**src/shared/crj_pkg.sv**
```systemverilog
// Functional notes
// End X is 11 bits in the low bits, reset value 0x027F.
// End Y is 11 bits in the low bits, reset value 0x01DF.
// Start Y is an 11-bit starting vertical coordinate of the window.
// Rate codes 1 to 8 select 1/n; code 0 and codes 9 to 15 reserved. The code refuses code 1 in mode 01.
// Rates 1/3, 1/5, 1/6, 1/7 are valid only in mode 01.
// Mode 00 no scaling, 01 both directions, 10 V-sample H-average, 11 reserved.
// Mode 00 passes full scale for rates 0 to 8; mode 11 always reserved.
// Mode 10 supports only rates 1/2, 1/4 and 1/8.
// Marker fast output acts only while encode fast mode is set.
// Software loads default Huffman tables before using encode fast mode alone.
// Bit 8 enables 180 degree rotation within each line during encoding.
// Writing one to bit 7 resets the module, ignored while enable is zero.
// Software issues the module reset before every encode.
// Bit 4 zero flips chroma between unsigned and signed ranges; one passes it.
// Operation codes 000, 011, 100, 111 are valid; others reserved.
// Either capture mode gates off the codec clock.
// Software sets the resizer to at least one half for 4:4:4 encode.
// Clearing enable, reset zero, stops the module clock and codec access.
// Software clears module enable before disabling the resizer.
// Status bit 14 reads one while the codec output is busy.
// Status bits 13..12 give FIFO fill: empty, four bytes, quarter.
// FIFO fill reads 11 from half the configured size upward.
// Software writes ones into status bits 14 to 12.
// Flags 11..8 and 4 clear by writing one; flags 2..0 are read only.
// Size limit flag sets on overflow of the limit and clears by writing one.
package crj_pkg;

  localparam logic [7:0]  OFS_CTRL       = 8'h00;
  localparam logic [7:0]  OFS_STATUS     = 8'h04;
  localparam logic [7:0]  OFS_START_Y    = 8'hCC;
  localparam logic [7:0]  OFS_END_X      = 8'hD0;
  localparam logic [7:0]  OFS_END_Y      = 8'hD4;
  localparam logic [7:0]  OFS_RATE       = 8'hD8;
  localparam logic [7:0]  OFS_MODE       = 8'hDC;

  localparam logic [10:0] RST_START_Y    = 11'h000;
  localparam logic [10:0] RST_END_X      = 11'h27F;
  localparam logic [10:0] RST_END_Y      = 11'h1DF;
  localparam logic [15:0] RST_RATE       = 16'h8080;
  localparam logic [1:0]  RST_MODE       = 2'h0;
  localparam logic [15:0] STATUS_RSV_ONE = 16'h8080;

  localparam int CTL_FAST_BIT   = 15;
  localparam int CTL_MARKER_BIT = 14;
  localparam int CTL_ROT_BIT    = 8;
  localparam int CTL_SRST_BIT   = 7;
  localparam int CTL_UVOFF_BIT  = 4;
  localparam int CTL_OP_LSB     = 1;
  localparam int CTL_EN_BIT     = 0;
  localparam int ST_BUSY_BIT    = 14;
  localparam int ST_FILL_LSB    = 12;
  localparam int ST_FLAG_LSB    = 8;
  localparam int ST_MARKER_BIT  = 4;
  localparam int ST_OVF_BIT     = 2;
  localparam int ST_CODEC_BIT   = 1;
  localparam int ST_LB_BIT      = 0;

  localparam logic [1:0]  MODE_NONE      = 2'h0;
  localparam logic [1:0]  MODE_BOTH      = 2'h1;
  localparam logic [1:0]  MODE_VSAMP     = 2'h2;
  localparam logic [3:0]  RATE_MAX       = 4'h8;
  localparam logic [7:0]  CHROMA_FLIP    = 8'h80;
  localparam logic [31:0] FILL_MIN_BYTES = 32'h4;

  localparam logic [2:0]  OP_CAM_ENC     = 3'h0;
  localparam logic [2:0]  OP_CAP_422     = 3'h3;
  localparam logic [2:0]  OP_HOST        = 3'h4;
  localparam logic [2:0]  OP_CAP_420     = 3'h7;

  localparam logic [1:0]  FILL_EMPTY     = 2'h0;
  localparam logic [1:0]  FILL_SOME      = 2'h1;
  localparam logic [1:0]  FILL_QUARTER   = 2'h2;
  localparam logic [1:0]  FILL_HALF      = 2'h3;

endpackage

```
**src/rtl/crj_regs.sv**
```systemverilog
// The Avalon-MM register port was left to the implementer.
`timescale 1ns/10ps
module crj_regs #(
  parameter int CNT_W = 16
) (
  input  wire logic              clk,              // System clock, 100 MHz.
  input  wire logic              rst_b,            // Asynchronous reset, active low.
  input  wire logic [7:0]        address,          // Avalon byte address.
  input  wire logic              read,             // Avalon read request.
  input  wire logic              write,            // Avalon write request.
  input  wire logic [31:0]       writedata,        // Avalon write data.
  input  wire logic [3:0]        byteenable,       // Avalon byte enables.
  output logic [31:0]            readdata,         // Avalon read data.
  output logic                   waitrequest,      // Avalon wait request.
  input  wire logic              codec_busy,       // Codec output busy level.
  input  wire logic [CNT_W-1:0]  fifo_count,       // FIFO bytes held.
  input  wire logic [CNT_W-1:0]  fifo_size,        // Configured FIFO size in bytes.
  input  wire logic              size_limit_evt,   // File grew past limit, pulse.
  input  wire logic              fifo_thresh_evt,  // FIFO threshold crossed, pulse.
  input  wire logic              fifo_full_evt,    // FIFO became full, pulse.
  input  wire logic              fifo_empty_evt,   // FIFO became empty, pulse.
  input  wire logic              marker_evt,       // Decode marker read, pulse.
  input  wire logic              lb_overflow_evt,  // Line buffer overflow, pulse.
  input  wire logic              codec_irq,        // Codec interrupt level.
  input  wire logic              lb_irq,           // Line buffer interrupt level.
  input  wire logic [7:0]        chroma_in,        // Chroma sample in.
  input  wire logic              chroma_in_vld,    // Chroma sample valid.
  output logic [7:0]             chroma_out,       // Chroma sample out.
  output logic                   chroma_out_vld,   // Chroma out valid.
  output logic [10:0]            win_start_y,      // Window start row.
  output logic [10:0]            win_end_x,        // Window end column.
  output logic [10:0]            win_end_y,        // Window end row.
  output logic [1:0]             scale_mode,       // Scaling mode.
  output logic [3:0]             scale_div,        // Effective divisor n.
  output logic                   scale_ok,         // Rate and mode legal.
  output logic                   huff_fast_en,     // Encode fast mode.
  output logic                   marker_fast_en,   // Marker fast output in effect.
  output logic                   rotate_en,        // 180 degree rotation.
  output logic [2:0]             op_mode,          // Operation mode.
  output logic                   op_mode_ok,       // Operation mode legal.
  output logic                   module_clk_en,    // Module clock enable.
  output logic                   codec_clk_en,     // Codec clock and access enable.
  output logic                   module_soft_rst   // Module reset pulse.
);

  // All registered state except the reset synchroniser is one struct so reset and update always stay in step.
  typedef struct packed {
    logic        waitreq;
    logic [31:0] rdata;
    logic [10:0] start_y;
    logic [10:0] end_x;
    logic [10:0] end_y;
    logic [15:0] rate;
    logic [1:0]  mode;
    logic        fast;
    logic        marker;
    logic        rot;
    logic        uvoff;
    logic [2:0]  op;
    logic        en;
    logic [3:0]  flags;
    logic        flg_marker;
    logic        flg_ovf;
    logic        busy;
    logic [1:0]  fill;
    logic        codec_irq;
    logic        lb_irq;
    logic [3:0]  div;
    logic        sc_ok;
    logic        op_ok;
    logic        srst;
    logic [7:0]  chroma;
    logic        chroma_vld;
    logic        mk_fast;
    logic        codec_en;
  } crj_state_type;

  crj_state_type st;
  crj_state_type next_st;
  // Two-stage reset synchroniser; only the second stage feeds any logic.
  logic          rst_meta_b;
  logic          rst_sync_b;

  if (CNT_W < 3) begin : g_chk
    $error("crj_regs: CNT_W must be at least 3");
  end

  // The fill threshold is a 32-bit constant, so a wider counter would lose its upper bits.
  if (CNT_W > 32) begin : g_chk_max
    $error("crj_regs: CNT_W must be at most 32");
  end

  // Only the low two byte lanes carry register bits; the upper lanes are dropped.
  function automatic logic [15:0] merge(input logic [15:0] old, input logic [31:0] wd,
                                        input logic [3:0] be);
    merge = old;
    if (be[0]) begin
      merge[7:0] = wd[7:0];
    end
    if (be[1]) begin
      merge[15:8] = wd[15:8];
    end
  endfunction

  // Returns {legal, n} for a rate code under a scaling mode.
  function automatic logic [4:0] scale_decode(input logic [1:0] mode, input logic [3:0] rate);
    scale_decode = {1'b0, 4'h1};
    case (mode)
      crj_pkg::MODE_NONE: begin
        // Mode 00 ignores the rate but still refuses codes above eight.
        if (rate <= crj_pkg::RATE_MAX) begin
          scale_decode = {1'b1, 4'h1};
        end
      end
      crj_pkg::MODE_BOTH: begin
        // Rate one is reserved here; only two to eight reduce.
        if (rate >= 4'h2 && rate <= crj_pkg::RATE_MAX) begin
          scale_decode = {1'b1, rate};
        end
      end
      crj_pkg::MODE_VSAMP: begin
        // Vertical sampling only works with power-of-two rates.
        if (rate == 4'h2 || rate == 4'h4 || rate == 4'h8) begin
          scale_decode = {1'b1, rate};
        end
      end
      default: begin
        // Mode 11 refuses every rate.
        scale_decode = {1'b0, 4'h1};
      end
    endcase
  endfunction

  // Only four operation codes are defined; every other code is refused.
  function automatic logic op_legal(input logic [2:0] op);
    case (op)
      crj_pkg::OP_CAM_ENC,
      crj_pkg::OP_CAP_422,
      crj_pkg::OP_HOST,
      crj_pkg::OP_CAP_420: op_legal = 1'b1;
      default:             op_legal = 1'b0;
    endcase
  endfunction

  // Both capture codes end in binary 11; either one gates off the codec clock,
  // so the codec registers cannot be reached until an encode or decode code returns.
  function automatic logic is_capture(input logic [2:0] op);
    is_capture = (op[1:0] == 2'h3);
  endfunction

  // The quarter and half thresholds follow the configured size, not the physical depth, so software
  // can shrink the FIFO without this logic being retuned.
  function automatic logic [1:0] fill_level(input logic [CNT_W-1:0] cnt,
                                            input logic [CNT_W-1:0] size);
    if (cnt >= (size >> 1)) begin
      fill_level = crj_pkg::FILL_HALF;
    end else if (cnt >= (size >> 2)) begin
      fill_level = crj_pkg::FILL_QUARTER;
    end else if (cnt >= crj_pkg::FILL_MIN_BYTES[CNT_W-1:0]) begin
      fill_level = crj_pkg::FILL_SOME;
    end else begin
      fill_level = crj_pkg::FILL_EMPTY;
    end
  endfunction

  // Unmapped offsets read zero, so a stray read is harmless.
  function automatic logic [15:0] read_word(input crj_state_type s, input logic [7:0] a);
    read_word = 16'h0000;
    case (a)
      crj_pkg::OFS_START_Y: read_word = {5'h00, s.start_y};
      crj_pkg::OFS_END_X:   read_word = {5'h00, s.end_x};
      crj_pkg::OFS_END_Y:   read_word = {5'h00, s.end_y};
      crj_pkg::OFS_RATE:    read_word = s.rate;
      crj_pkg::OFS_MODE:    read_word = {14'h0000, s.mode};
      crj_pkg::OFS_CTRL: begin
        // The module reset bit is write only and always reads back zero.
        read_word[crj_pkg::CTL_FAST_BIT]   = s.fast;
        read_word[crj_pkg::CTL_MARKER_BIT] = s.marker;
        read_word[crj_pkg::CTL_ROT_BIT]    = s.rot;
        read_word[crj_pkg::CTL_UVOFF_BIT]  = s.uvoff;
        read_word[crj_pkg::CTL_OP_LSB +: 3] = s.op;
        read_word[crj_pkg::CTL_EN_BIT]     = s.en;
      end
      crj_pkg::OFS_STATUS: begin
        // Reserved bits 15 and 7 read as one; the other reserved bits read as zero.
        read_word = crj_pkg::STATUS_RSV_ONE;
        read_word[crj_pkg::ST_BUSY_BIT]      = s.busy;
        read_word[crj_pkg::ST_FILL_LSB +: 2] = s.fill;
        read_word[crj_pkg::ST_FLAG_LSB +: 4] = s.flags;
        read_word[crj_pkg::ST_MARKER_BIT]    = s.flg_marker;
        read_word[crj_pkg::ST_OVF_BIT]       = s.flg_ovf;
        read_word[crj_pkg::ST_CODEC_BIT]     = s.codec_irq;
        read_word[crj_pkg::ST_LB_BIT]        = s.lb_irq;
      end
      default: read_word = 16'h0000;
    endcase
  endfunction

  // The reset release is synchronised so every flop leaves reset on the same edge;
  // entry stays asynchronous so a stopped clock cannot hold stale state.
  always_ff @(posedge clk or negedge rst_b) begin
    if (!rst_b) begin
      rst_meta_b <= 1'b0;
      rst_sync_b <= 1'b0;
    end else begin
      rst_meta_b <= 1'b1;
      rst_sync_b <= rst_meta_b;
    end
  end

  always_comb begin
    logic        req;
    logic        commit;
    logic        wr;
    logic [15:0] cur;
    logic [15:0] wv;
    logic [4:0]  sd;
    req    = read || write;
    commit = req && !st.waitreq;
    wr     = commit && write;
    cur    = read_word(st, address);
    wv     = merge(cur, writedata, byteenable);
    sd     = 5'h00;
    next_st = st;
    next_st.srst = 1'b0;

    // One wait state: data are prepared in the first cycle and the access commits
    // at the edge where waitrequest is seen low, so a write lands exactly once.
    // A held request sees waitrequest low for one cycle per access, and
    // back-to-back transfers need no idle cycle between them.
    if (req && st.waitreq) begin
      next_st.waitreq = 1'b0;
      next_st.rdata   = {16'h0000, cur};
    end else if (commit) begin
      next_st.waitreq = 1'b1;
    end

    if (wr) begin
      case (address)
        // Window coordinates keep eleven bits; higher written bits are dropped.
        crj_pkg::OFS_START_Y: next_st.start_y = wv[10:0];
        crj_pkg::OFS_END_X:   next_st.end_x   = wv[10:0];
        crj_pkg::OFS_END_Y:   next_st.end_y   = wv[10:0];
        // The rate word is stored whole so software reads back what it wrote.
        crj_pkg::OFS_RATE:    next_st.rate    = wv;
        crj_pkg::OFS_MODE:    next_st.mode    = wv[1:0];
        crj_pkg::OFS_CTRL: begin
          next_st.fast   = wv[crj_pkg::CTL_FAST_BIT];
          next_st.marker = wv[crj_pkg::CTL_MARKER_BIT];
          // Rotation only reorders pixels within a line; software must reverse the
          // line order in the output file itself.
          next_st.rot    = wv[crj_pkg::CTL_ROT_BIT];
          next_st.uvoff  = wv[crj_pkg::CTL_UVOFF_BIT];
          next_st.op     = wv[crj_pkg::CTL_OP_LSB +: 3];
          next_st.en     = wv[crj_pkg::CTL_EN_BIT];
          // The reset bit is checked against the enable held before this write.
          next_st.srst   = wv[crj_pkg::CTL_SRST_BIT] && st.en;
        end
        crj_pkg::OFS_STATUS: begin
          // Bits 14..12 are read only, so the ones software writes there are dropped.
          next_st.flags      = st.flags & ~wv[crj_pkg::ST_FLAG_LSB +: 4];
          next_st.flg_marker = st.flg_marker & ~wv[crj_pkg::ST_MARKER_BIT];
        end
        // Writes to unmapped offsets are dropped.
        default: next_st.srst = 1'b0;
      endcase
    end

    // Events are applied after the clears so a same-cycle set is never lost.
    // A size limit overrun is only a warning; encoding carries on with the flag up.
    next_st.flags[3] = next_st.flags[3] | size_limit_evt;
    next_st.flags[2] = next_st.flags[2] | fifo_thresh_evt;
    next_st.flags[1] = next_st.flags[1] | fifo_full_evt;
    next_st.flags[0] = next_st.flags[0] | fifo_empty_evt;
    next_st.flg_marker = next_st.flg_marker | marker_evt;
    // The overflow flag has no software clear; only the module reset or rst_b empties it,
    // and an overflow in that same cycle still wins.
    if (st.srst) begin
      next_st.flg_ovf = 1'b0;
    end
    next_st.flg_ovf   = next_st.flg_ovf | lb_overflow_evt;
    // Status inputs are copied one cycle late so a read always sees settled values.
    next_st.codec_irq = codec_irq;
    next_st.lb_irq    = lb_irq;
    next_st.busy      = codec_busy;
    next_st.fill      = fill_level(fifo_count, fifo_size);

    sd            = scale_decode(next_st.mode, next_st.rate[3:0]);
    next_st.sc_ok = sd[4];
    next_st.div   = sd[3:0];
    next_st.op_ok = op_legal(next_st.op);
    // Derived enables are registered here so every output comes straight from a flop.
    next_st.mk_fast  = next_st.fast & next_st.marker;
    next_st.codec_en = next_st.en & ~is_capture(next_st.op);

    // The valid bit follows the enable because the module clock is off without it;
    // the sample is still captured, which costs nothing and keeps the path simple.
    next_st.chroma_vld = chroma_in_vld && st.en;
    if (chroma_in_vld) begin
      next_st.chroma = st.uvoff ? chroma_in : (chroma_in ^ crj_pkg::CHROMA_FLIP);
    end
  end

  // Divisor and legality flags reset to what the reset rate and mode decode to.
  always_ff @(posedge clk or negedge rst_sync_b) begin
    if (!rst_sync_b) begin
      st            <= '0;
      st.waitreq    <= 1'b1;
      st.start_y    <= crj_pkg::RST_START_Y;
      st.end_x      <= crj_pkg::RST_END_X;
      st.end_y      <= crj_pkg::RST_END_Y;
      st.rate       <= crj_pkg::RST_RATE;
      st.mode       <= crj_pkg::RST_MODE;
      st.div        <= 4'h1;
      st.sc_ok      <= 1'b1;
      st.op_ok      <= 1'b1;
      st.fill       <= crj_pkg::FILL_EMPTY;
    end else begin
      st <= next_st;
    end
  end

  // Every output is a plain copy of a register, so nothing downstream sees a glitch.
  assign readdata        = st.rdata;
  assign waitrequest     = st.waitreq;
  assign chroma_out      = st.chroma;
  assign chroma_out_vld  = st.chroma_vld;
  assign win_start_y     = st.start_y;
  assign win_end_x       = st.end_x;
  assign win_end_y       = st.end_y;
  assign scale_mode      = st.mode;
  assign scale_div       = st.div;
  assign scale_ok        = st.sc_ok;
  assign huff_fast_en    = st.fast;
  assign marker_fast_en  = st.mk_fast;
  assign rotate_en       = st.rot;
  assign op_mode         = st.op;
  assign op_mode_ok      = st.op_ok;
  assign module_clk_en   = st.en;
  assign codec_clk_en    = st.codec_en;
  assign module_soft_rst = st.srst;

endmodule // crj_regs

```
**config.mk**
```make
export PLATFORM = sky130hd
export DESIGN_NAME = crj_regs
export DESIGN_NICKNAME = d
export VERILOG_FILES = /design/src/shared/crj_pkg.sv /design/src/rtl/crj_regs.sv
export SDC_FILE = /design/constraint.sdc
export NUM_CORES = 1
export LEC_CHECK = 0
export BUFFER_PORTS_ARGS = -buffer_cell sky130_fd_sc_hd__clkbuf_2
export CELL_PAD_IN_SITES_DETAIL_PLACEMENT = 0
export CELL_PAD_IN_SITES_GLOBAL_PLACEMENT = 1
export CORE_MARGIN = 2
export CORE_UTILIZATION = 30
export CTS_CLUSTER_DIAMETER = 100
export DETAILED_ROUTE_END_ITERATION = 8
export PLACE_DENSITY = 0.77
export SLEW_MARGIN = 20
export SYNTH_ARGS = -nofsm -noshare
export SYNTH_HDL_FRONTEND = slang
export SYNTH_SLANG_ARGS = --single-unit
```
**constraint.sdc**
```tcl
create_clock -name clk -period 3.34 [get_ports clk]
set_input_delay 0.501 -clock clk [delete_from_list [all_inputs] [get_ports clk]]
set_output_delay 0.501 -clock clk [all_outputs]
set_load 0.01 [all_outputs]
```
# Yosys cells after proc, flatten, opt, wreduce, memory -nomap -nowiden

Index checks and enable logic that the tools add are counted.

Register bits: 107
Latch bits: 0
Memory bits (writable): 0
Memory bits (read-only): 0
Bits of input ports: 98
Output and inout bits: 92
Word-level logic and storage cells: 111
Memories: 0

$add $sub $neg: 0
Multipliers: 0
Divide/modulo/power cells: 0
Magnitude comparators: 5
Equal/unequal tests: 15
Shift-type cells: 0
Mux-type cells: 26
Bitwise logic cells: 14
Reductions and logical operators: 20

Operators by type and width:

| operator                                             | number |
|---|---|
| equality test 8 bit, second input constant           | 5 |
| one-hot mux 5 bit (7 select lines)                   | 1 |
| two-way mux 8 bit                                    | 4 |
| one-hot mux 5 bit (5 select lines)                   | 1 |
| two-way mux 5 bit                                    | 4 |
| two-way mux 19 bit                                   | 1 |
| >= comparator 16 x 14 -> 1 bit                       | 1 |
| >= comparator 16 x 15 -> 1 bit                       | 1 |
| >= comparator 16 x 3 -> 1 bit, second input constant | 1 |
| one-hot mux 3 bit (5 select lines)                   | 1 |
| one-hot mux 5 bit (3 select lines)                   | 1 |
| AND reduction 2 bit                                  | 5 |
| equality test 8 x 3 -> 1 bit, second input constant  | 1 |
| zero test 8 bit                                      | 1 |
| two-way mux 1 bit                                    | 7 |
| equality test 3 bit, second input constant           | 2 |
| logical AND 1 bit                                    | 6 |
| two-way mux 2 bit                                    | 3 |
| bitwise OR 1 bit                                     | 6 |
| one-hot mux 1 bit (6 select lines)                   | 1 |
| one-hot mux 2 bit (3 select lines)                   | 1 |
| bitwise AND 4 bit                                    | 1 |
| equality test 2 bit, second input constant           | 2 |
| equality test 4 x 2 -> 1 bit, second input constant  | 1 |
| other kinds (16)                                     | 22 |

# Depth between registers and ports, before layout

Gate-level depths: netlist of the first run.

Depth in word-level cells: 12
Depth in mapped cells: 11

# Least setup slack after synthesis of the first run

Ideal clock, no wire load.

Kind: input to register
Start: input address[2]
End: register st (netlist bit scale_div[0])
Setup time: 0.066 ns
Arrival time: 2.471 ns
Required time: 3.274 ns
Path slack: 0.803 ns
Stages on the path: 9
Buffers on the path: 1
Path through: buf_6 > mux4_2 > and3_4 > a2111oi_4 > mux2i_4 > mux2i_4 > nand2_2 > mux2_2 > nand4_1

RTL lines:

| element              | RTL line        | RTL |
|---|---|---|
| from (decl)          | crj_regs.sv:8   | `input wire logic [7:0] address,` |
| to (signal assigned) | crj_regs.sv:319 | `st <= next_st;` |
| to (decl)            | crj_regs.sv:78  | `crj_state_type st;` |

==> impl_results.md, run 1 <==
- Compound-cell area share of the yosys netlist: 12.7%
- Drt pass-1 iters: 4
- CP required: 3.63 ns
- Resized cells post-CTS: 0
- Placer Congestion: 0.796
- CP peak stage delay: 0.49 ns
- Pin count of the biggest net entering global routing: 62
- Total core area: 0.0201 mm²
- Overflow after GRT: 0
- Primary FF master, synth: dfrtp_1
- CP max-delay cell: mux4_2
- Die Footprint: 0.0216 mm²
- Final worst path period share: 76.5%
- Layout Nets: 821
- Synth cell types: 61
- Layout cells sized above 1: 36.8%
- Initial drt markers: 172
- Area grow syn2layout: 14.1%
- Detail Route Antenna Nets: 0
- CP Max Fanout: 8
- Post-synthesis xor/xnor area fraction: 0.573%
- Leakage Power: 0.00341 µW
- Final wirelength: 15800 µm
- Row count: 52
- Area fraction of the dominant cell type after synthesis: 34.8%
- Max H-tree Level: 3
- Synth area leader: dfrtp_1
- Vias in the first global route: 4424
- Worst clock skew: 0.00751 ns
- Critical Path Start Type: flip-flop
- CP most frequent cell: mux2i_4
- Hold Crit Class: input port to flip-flop
- Power Density: 404 mW/mm²
- Crit path DAT: 2.85 ns
- Antenna cells: 0
- Via count: 4501
- Die height: 147 µm
- Most common cell in the netlist: dfrtp_1
- Total design power: 2820 µW
- Top cells by count, synth: dfrtp_1, buf_4, nand2_1
- Number of synthesized register bits: 107
- Setup CP Type: flip-flop to flip-flop
- Antenna violations before repair: 0
- Post-synth EDFFs: 0
- IO Pins: 190
- Max Cap Violations: 0
- Largest family of logic cells by synthesized area: buffers and inverters
- CTS tree: done
- Skew-Pair Late Insertion Delay: 0.35 ns
- Crit. End Element: flip-flop
- Cell family with most CP delay: multiplexers
- Root Buffer: clkbuf_16
- CTS max path bufs: 2
- Worst hold margin: 0.256 ns
- First-pass GRT wire length: 24900 µm
- Tmin final: 2.56 ns
- Slew headroom: 45.4%
- Asr flop ratio synth: 100%
- Peak Freq: 391 MHz
- Tightest Pin Transition: 0.819 ns
- Die W: 147 µm
- Area share of and/or/nand/nor cells after synthesis: 12.4%
- Initial Utilization: 30.4%
- Synth Cell Area: 0.00612 mm²
- WL/cell: 16.4 µm
- Warnings from Yosys: 0
- Synth Area per Inst: 10.2 µm²
- Clock transition at path regs: 0.07 ns
- Adder-cell share of the synthesized area: 5.93%
- Mapped Cells: 602
- Total negative slack: 0 ns
- Run status: completed
- Sink Count: 107
- DR DRC count: 0
- Post-synthesis sequential area ratio: 44.2%
- Number of buffers created by CTS: 9
- Worst path bufs/invs: 0
- Total GRT Usage: 14.8%
- Area contributors post-synth: dfrtp_1, buf_4, dfstp_2
- Final hold violations: 0
- Port Buf Inserts: 154
- Worst vdd ir: 0.180 mV
- Mux cell area share after synthesis: 10.9%
- Setup-failing EPs final: 0
- Number of vias per cell: 4.64
- Pins Over Slew Limit: 0
- Critical path cell sequence: mux4_2 > and3_4 > a2111oi_4 > mux2i_4 > mux2i_4 > nand2_2 > mux2_2 > nand4_1
- Unrepaired setup endpoints after global routing: no
- Final HPWL from detailed placement: 12300 µm
## layer usage
metal | track usage, % | routed length (µm) | up-vias | part of all wire [%]
li1 | - | - | 2192 | -
met2 | 24.0 | 7300 | 156 | 46
met1 | 19.2 | 7100 | 2136 | 45
met4 | 5.10 | 247 | 0 | 1.6
met3 | 4.04 | 1200 | 17 | 7.5
met5 | 0 | 0 | - | 0
## worst register-to-register path: stages, from the launching register on
cell and delay, ns:
dfrtp_1 0.43, mux4_2 0.49, and3_4 0.20, a2111oi_4 0.45, mux2i_4 0.18, mux2i_4 0.30
nand2_2 0.09, mux2_2 0.26, nand4_1 0.09
## layout by cell type, fill, tap and decap left out, drive strengths merged, types with 11 or more instances in the layout
master and n:
o21ai 72, ha 29, buf 17, clkbuf 168
nand2 76, mux2i 21, dfrtp 85, a21o 11
inv 22, nor2 19, conb 17, dfstp 22
mux2 35
## cell families after synthesis
kind of cell | Yosys count
mux | 57
simple gates | 153
compound gates | 122
buf+inv | 128
fa+ha+maj | 29
other cells | 2
xor+xnor | 4
flops | 107
## state kept, by name, indices dropped and copies added (netlist names), 2 cells and up
signal / count
scale_mode: 2
op_mode: 3
st: 29
win_end_y: 11
readdata: 16
chroma_out: 8
win_start_y: 11
scale_div: 4
win_end_x: 11
## where the power goes
group | total, µW | switching, µW | internal, µW
logic | 419 | 237 | 182
clock network | 998 | 471 | 527
registers | 1400 | 49.3 | 1350
total | 2820 | 757 | 2060
## repair_timing
action / CTS / global route
hold endpoints to repair: 2 / 0
hold buffers: 1 / 0
setup buffers: 0 / 0
## path summary, 6_finish.rpt
check | end | slack, ns | cells past startpoint | start
max reg2reg | scale_div[0]$_DFF_PN1_ | 0.78 | 8 | scale_mode[1]$_DFF_PN0_
min reg2reg | rst_sync_b$_DFF_PN0_ | 0.36 | 0 | rst_meta_b$_DFF_PN0_
min in group asynchronous | readdata[9]$_DFFE_PN0P_ | 0.43 | 0 | rst_sync_b$_DFF_PN0_
min | st[22]$_DFF_PN0_ | 0.26 | 1 | codec_busy
max in group asynchronous | op_mode_ok$_DFF_PN1_ | 2.11 | 1 | rst_sync_b$_DFF_PN0_
max | scale_div[0]$_DFF_PN1_ | 0.78 | 8 | scale_mode[1]$_DFF_PN0_
## stage by stage
step | cell area [µm²] | setup WS, ns | utilization, % | instances
global route | 6980 | 0.631 | 34.7 | 969
global placement | 6700 | 0.535 | 33.3 | 952
floorplan | 6170 | 0.177 | - | 617
finish | 6980 | 0.785 | 34.7 | 969
CTS | 6980 | 0.781 | 34.7 | 969
detailed placement | 6700 | 0.505 | 33.3 | 952
## layout make-up
cell class,instances,area (µm²)
multi-input cells,382,2660
well taps,270,338
clock inverters,2,12.5
flip-flops and latches,107,2710
repair buffers,172,921
clock buffers,14,254
fillers,2051,13100
inverters,22,82.6
Note: power is estimated with default switching activity, not from simulation.
==> run 2, diff against run 1 <==
- ABC_AREA: default -> 1
- PLACE_DENSITY: 0.77 -> 0.79
- clock period: 3.34 -> 2.1 ns (I/O delays scaled with it)
==> run 2 against run 1 <==
Net effect: cell count is 19% higher; sequential power is 58% higher; clock power is 73% higher; synthesized cell count is 27% higher; critical endpoint unchanged; largest cell class unchanged; largest power group unchanged.
==> impl_results.md, run 2 <==
- Final worst path period share: 85.0% (+8.5 points)
- Resized cells post-CTS: 0 (unchanged)
- Port Buf Inserts: 154 (unchanged)
- Post-synthesis sequential area ratio: 42.8% (-1.4 points)
- Hold Crit Class: input port to flip-flop
- CP max-delay cell: dfstp_2
- IO Pins: 190 (unchanged)
- CP Max Fanout: 9 (+1)
- Initial Utilization: 30.3% (-0.11 points)
- Post-synth EDFFs: 0 (unchanged)
- Skew-Pair Late Insertion Delay: 0.35 ns (about the same)
- Most frequent cells in the layout: nand2_1, clkbuf_2, dfrtp_1
- Worst clock skew: 0.00866 ns (+0.00115 ns)
- Reg2Reg Capture Point: scale_div[0]$_DFF_PN1_
- Warnings from Yosys: 0 (unchanged)
- Vias in the first global route: 5015 (+13%)
- Placer Congestion: 0.830 (+4.2%)
- Setup CP Type: flip-flop to flip-flop
- R2R Setup Slk: 0.31 ns (-0.47 ns)
- Synth area leader: dfrtp_1
- Post-CTS setup buffers: 0 (unchanged)
- CTS tree: done
- Commonest non-fill, non-tap cell in the layout: nand2_1
- WL/cell: 14.2 µm (-13%)
- Synth cell types: 41 (-33%)
- Layout cells sized above 1: 32.1% (-4.7 points)
- Sw Ratio: 26.4% (-0.48 points)
- Total negative slack: 0 ns (unchanged)
- Critical path cell sequence: nor2_2 > nand2_4 > nor2_4 > or2_2 > nand2_2 > inv_2 > nand2_1 > nand2_1 > nor2_1 > nand2_1 > nand2_1 > nand2_1
- Worst setup startpoint: waitrequest$_DFFE_PN1P_
- Crit path DAT: 2.07 ns (-0.78 ns)
- Peak Freq: 560 MHz (+43%)
- DR DRC count: 0 (unchanged)
- Drt pass-1 iters: 4 (unchanged)
- Crit. End Element: flip-flop
- Run status: completed
- Clk pwr share: 38.2% (+2.8 points)
- Max reg flops: 29 (unchanged)
- Top cells by count, synth: nand2_1, dfrtp_1, buf_4
- Worst hold stages: 1 (unchanged)
- Int Pwr: 3330 µW (+61%)
- Final HPWL from detailed placement: 13200 µm (+7.3%)
- Die W: 149 µm (+1.5%)
- Setup-failing EPs final: 0 (unchanged)
- Initial drt markers: 228 (+33%)
- Via count: 5056 (+12%)
- Layout Nets: 1001 (+22%)
- Max Cap Violations: 0 (unchanged)
- Leakage Power: 0.00380 µW (+12%)
- Critical R2R Launch: waitrequest$_DFFE_PN1P_
- Number of buffers created by CTS: 9 (unchanged)
- Final hold violations: 0 (unchanged)
- Flop pwr share: 48.8% (-0.9 points)
- Detail Route Antenna Nets: 0 (unchanged)
- Synth Cell Area: 0.00631 mm² (+3.2%)
- Critical Path Start Type: flip-flop
- Mapped Cells: 762 (+27%)
- Tightest Pin Transition: 0.615 ns (-0.203 ns)
- Post-layout util: 35.2% (+0.48 points)
- First-pass GRT wire length: 26100 µm (+4.9%)
- CTS max path bufs: 2 (unchanged)
- CP required: 2.39 ns (-1.24 ns)
- Row count: 53 (+1.9%)
- Number of synthesized register bits: 107 (unchanged)
- Slew headroom: 58.9% (+14 points)
- Final wirelength: 16400 µm (+3.8%)
- Pin count of the biggest net entering global routing: 45 (-27%)
- Worst vdd ir: 0.382 mV (+110%)
- Antenna violations before repair: 1 (+1)
- Pins Over Slew Limit: 0 (unchanged)
- Asr flop ratio synth: 100% (unchanged)
- Unrepaired setup endpoints after global routing: no
- Number of vias per cell: 4.38 (-5.8%)
- Most flop-heavy register: st
- CP peak stage delay: 0.57 ns (+0.08 ns)
- Die height: 149 µm (+1.5%)
- CP most frequent cell: nand2_1
- Die Footprint: 0.0222 mm² (+3.1%)
- Primary FF master, synth: dfrtp_1
- Power Density: 616 mW/mm² (+53%)
- Tmin final: 1.79 ns (-0.770 ns)
- Psw: 1190 µW (+57%)
- Hold wc startpoint: codec_irq
- Clock transition at path regs: 0.07 ns (about the same)
- Max H-tree Level: 3 (unchanged)
- Root Buffer: clkbuf_16
- Reg2Reg Depth: 12 (+4)
- Most common cell in the netlist: nand2_1
- Total GRT Usage: 15.0% (+0.21 points)
- Synth Area per Inst: 8.29 µm² (-18%)
- Area fraction of the dominant cell type after synthesis: 33.7% (-1.1 points)
- Area grow syn2layout: 16.1%
- Overflow after GRT: 0 (unchanged)
- Area contributors post-synth: dfrtp_1, nand2_1, buf_4
- Cts hold-fix bufs: 1 (unchanged)
- Logic pwr share: 13.0% (-1.9 points)
- Total core area: 0.0208 mm² (+3.6%)
- CP endpoint: scale_div[0]$_DFF_PN1_
- Sink Count: 107 (unchanged)
-- run 2: cell types whose count changed after synthesis, sizes merged, moves of 11 or more --
cell | previous run | this run
a21o | 11 | 0
a21oi | 4 | 16
inv | 22 | 76
mux2 | 35 | 0
mux2i | 21 | 2
nand2 | 76 | 205
nand3 | 10 | 38
nor2 | 19 | 54
-- run 2: kinds of logic after synthesis --
kind of cell	count (synthesis)	share of synthesized area [%]
adders and majority gates	29	5.75
other	2	0.119
AOI/OAI and AO/OA	129	11.6
xor gates and xnor gates	2	0.277
DFF	107	42.8
muxes	2	0.317
and+or+nand+nor	318	23.8
buffers and inverters	173	15.4
-- run 2: worst min-delay path by stage --
stage / slack [ns] / endpoint
finish: 0.07 / st[19]$_DFF_PN0_
global route: 0.06 / st[19]$_DFF_PN0_
CTS: 0.06 / st[18]$_DFF_PN0_
floorplan: 0.02 / rst_meta_b$_DFF_PN0_
global placement: 0.10 / rst_meta_b$_DFF_PN0_
detailed placement: 0.10 / rst_meta_b$_DFF_PN0_
-- run 2: layer usage --
metal | wire length, µm | global-route usage [%]
met5 | 16 | 0
met4 | 294 | 5.00
met3 | 1020 | 3.24
met2 | 7480 | 24.1
met1 | 7630 | 20.2
-- run 2: power by group through the flow --
stage          Sequential (µW)  Clock [µW]  Combinational (µW)
6_report                  2210        1730                 586
5_1_grt                   2220        1860                 669
4_1_cts                   2210        1780                 597
3_5_place_dp              2250           0                 593
3_3_place_gp              2240           0                 585
2_1_floorplan             2250           0                 407
-- run 2: area by class of cell --
| class | instances | area [µm²] |
|---|---|---|
| Timing Repair Buffer | 180 | 981 |
| Sequential cell | 107 | 2710 |
| Fill cell | 2239 | 13500 |
| Clock buffer | 10 | 239 |
| Antenna cell | 1 | 2.50 |
| Multi-Input combinational cell | 497 | 2690 |
| Tap cell | 275 | 344 |
| Inverter | 79 | 297 |
| Clock inverter | 6 | 63.8 |
-- run 2: critical path: cells and delay by family, from the launching register on --
kind | cells | cell delay [ns]
buffers and inverters | 1 | 0.07
AND/OR/NAND/NOR | 11 | 1.09
flip-flops | 1 | 0.57
-- run 2: per-stage QoR --
step / std cells / hold WS, ns / instance area [µm²] / total power (µW) / worst slack, ns
4_1_cts: 1154 / 0.0590 / 7330 / 4590 / 0.277
5_1_grt: 1154 / 0.0644 / 7330 / 4750 / 0.0881
3_5_place_dp: 1137 / 0.103 / 7010 / 2840 / 0.0353
3_3_place_gp: 1137 / 0.102 / 7010 / 2830 / 0.0864
2_1_floorplan: 777 / 0.0194 / 6370 / 2650 / 0.328
6_report: 1155 / 0.0677 / 7330 / 4520 / 0.315
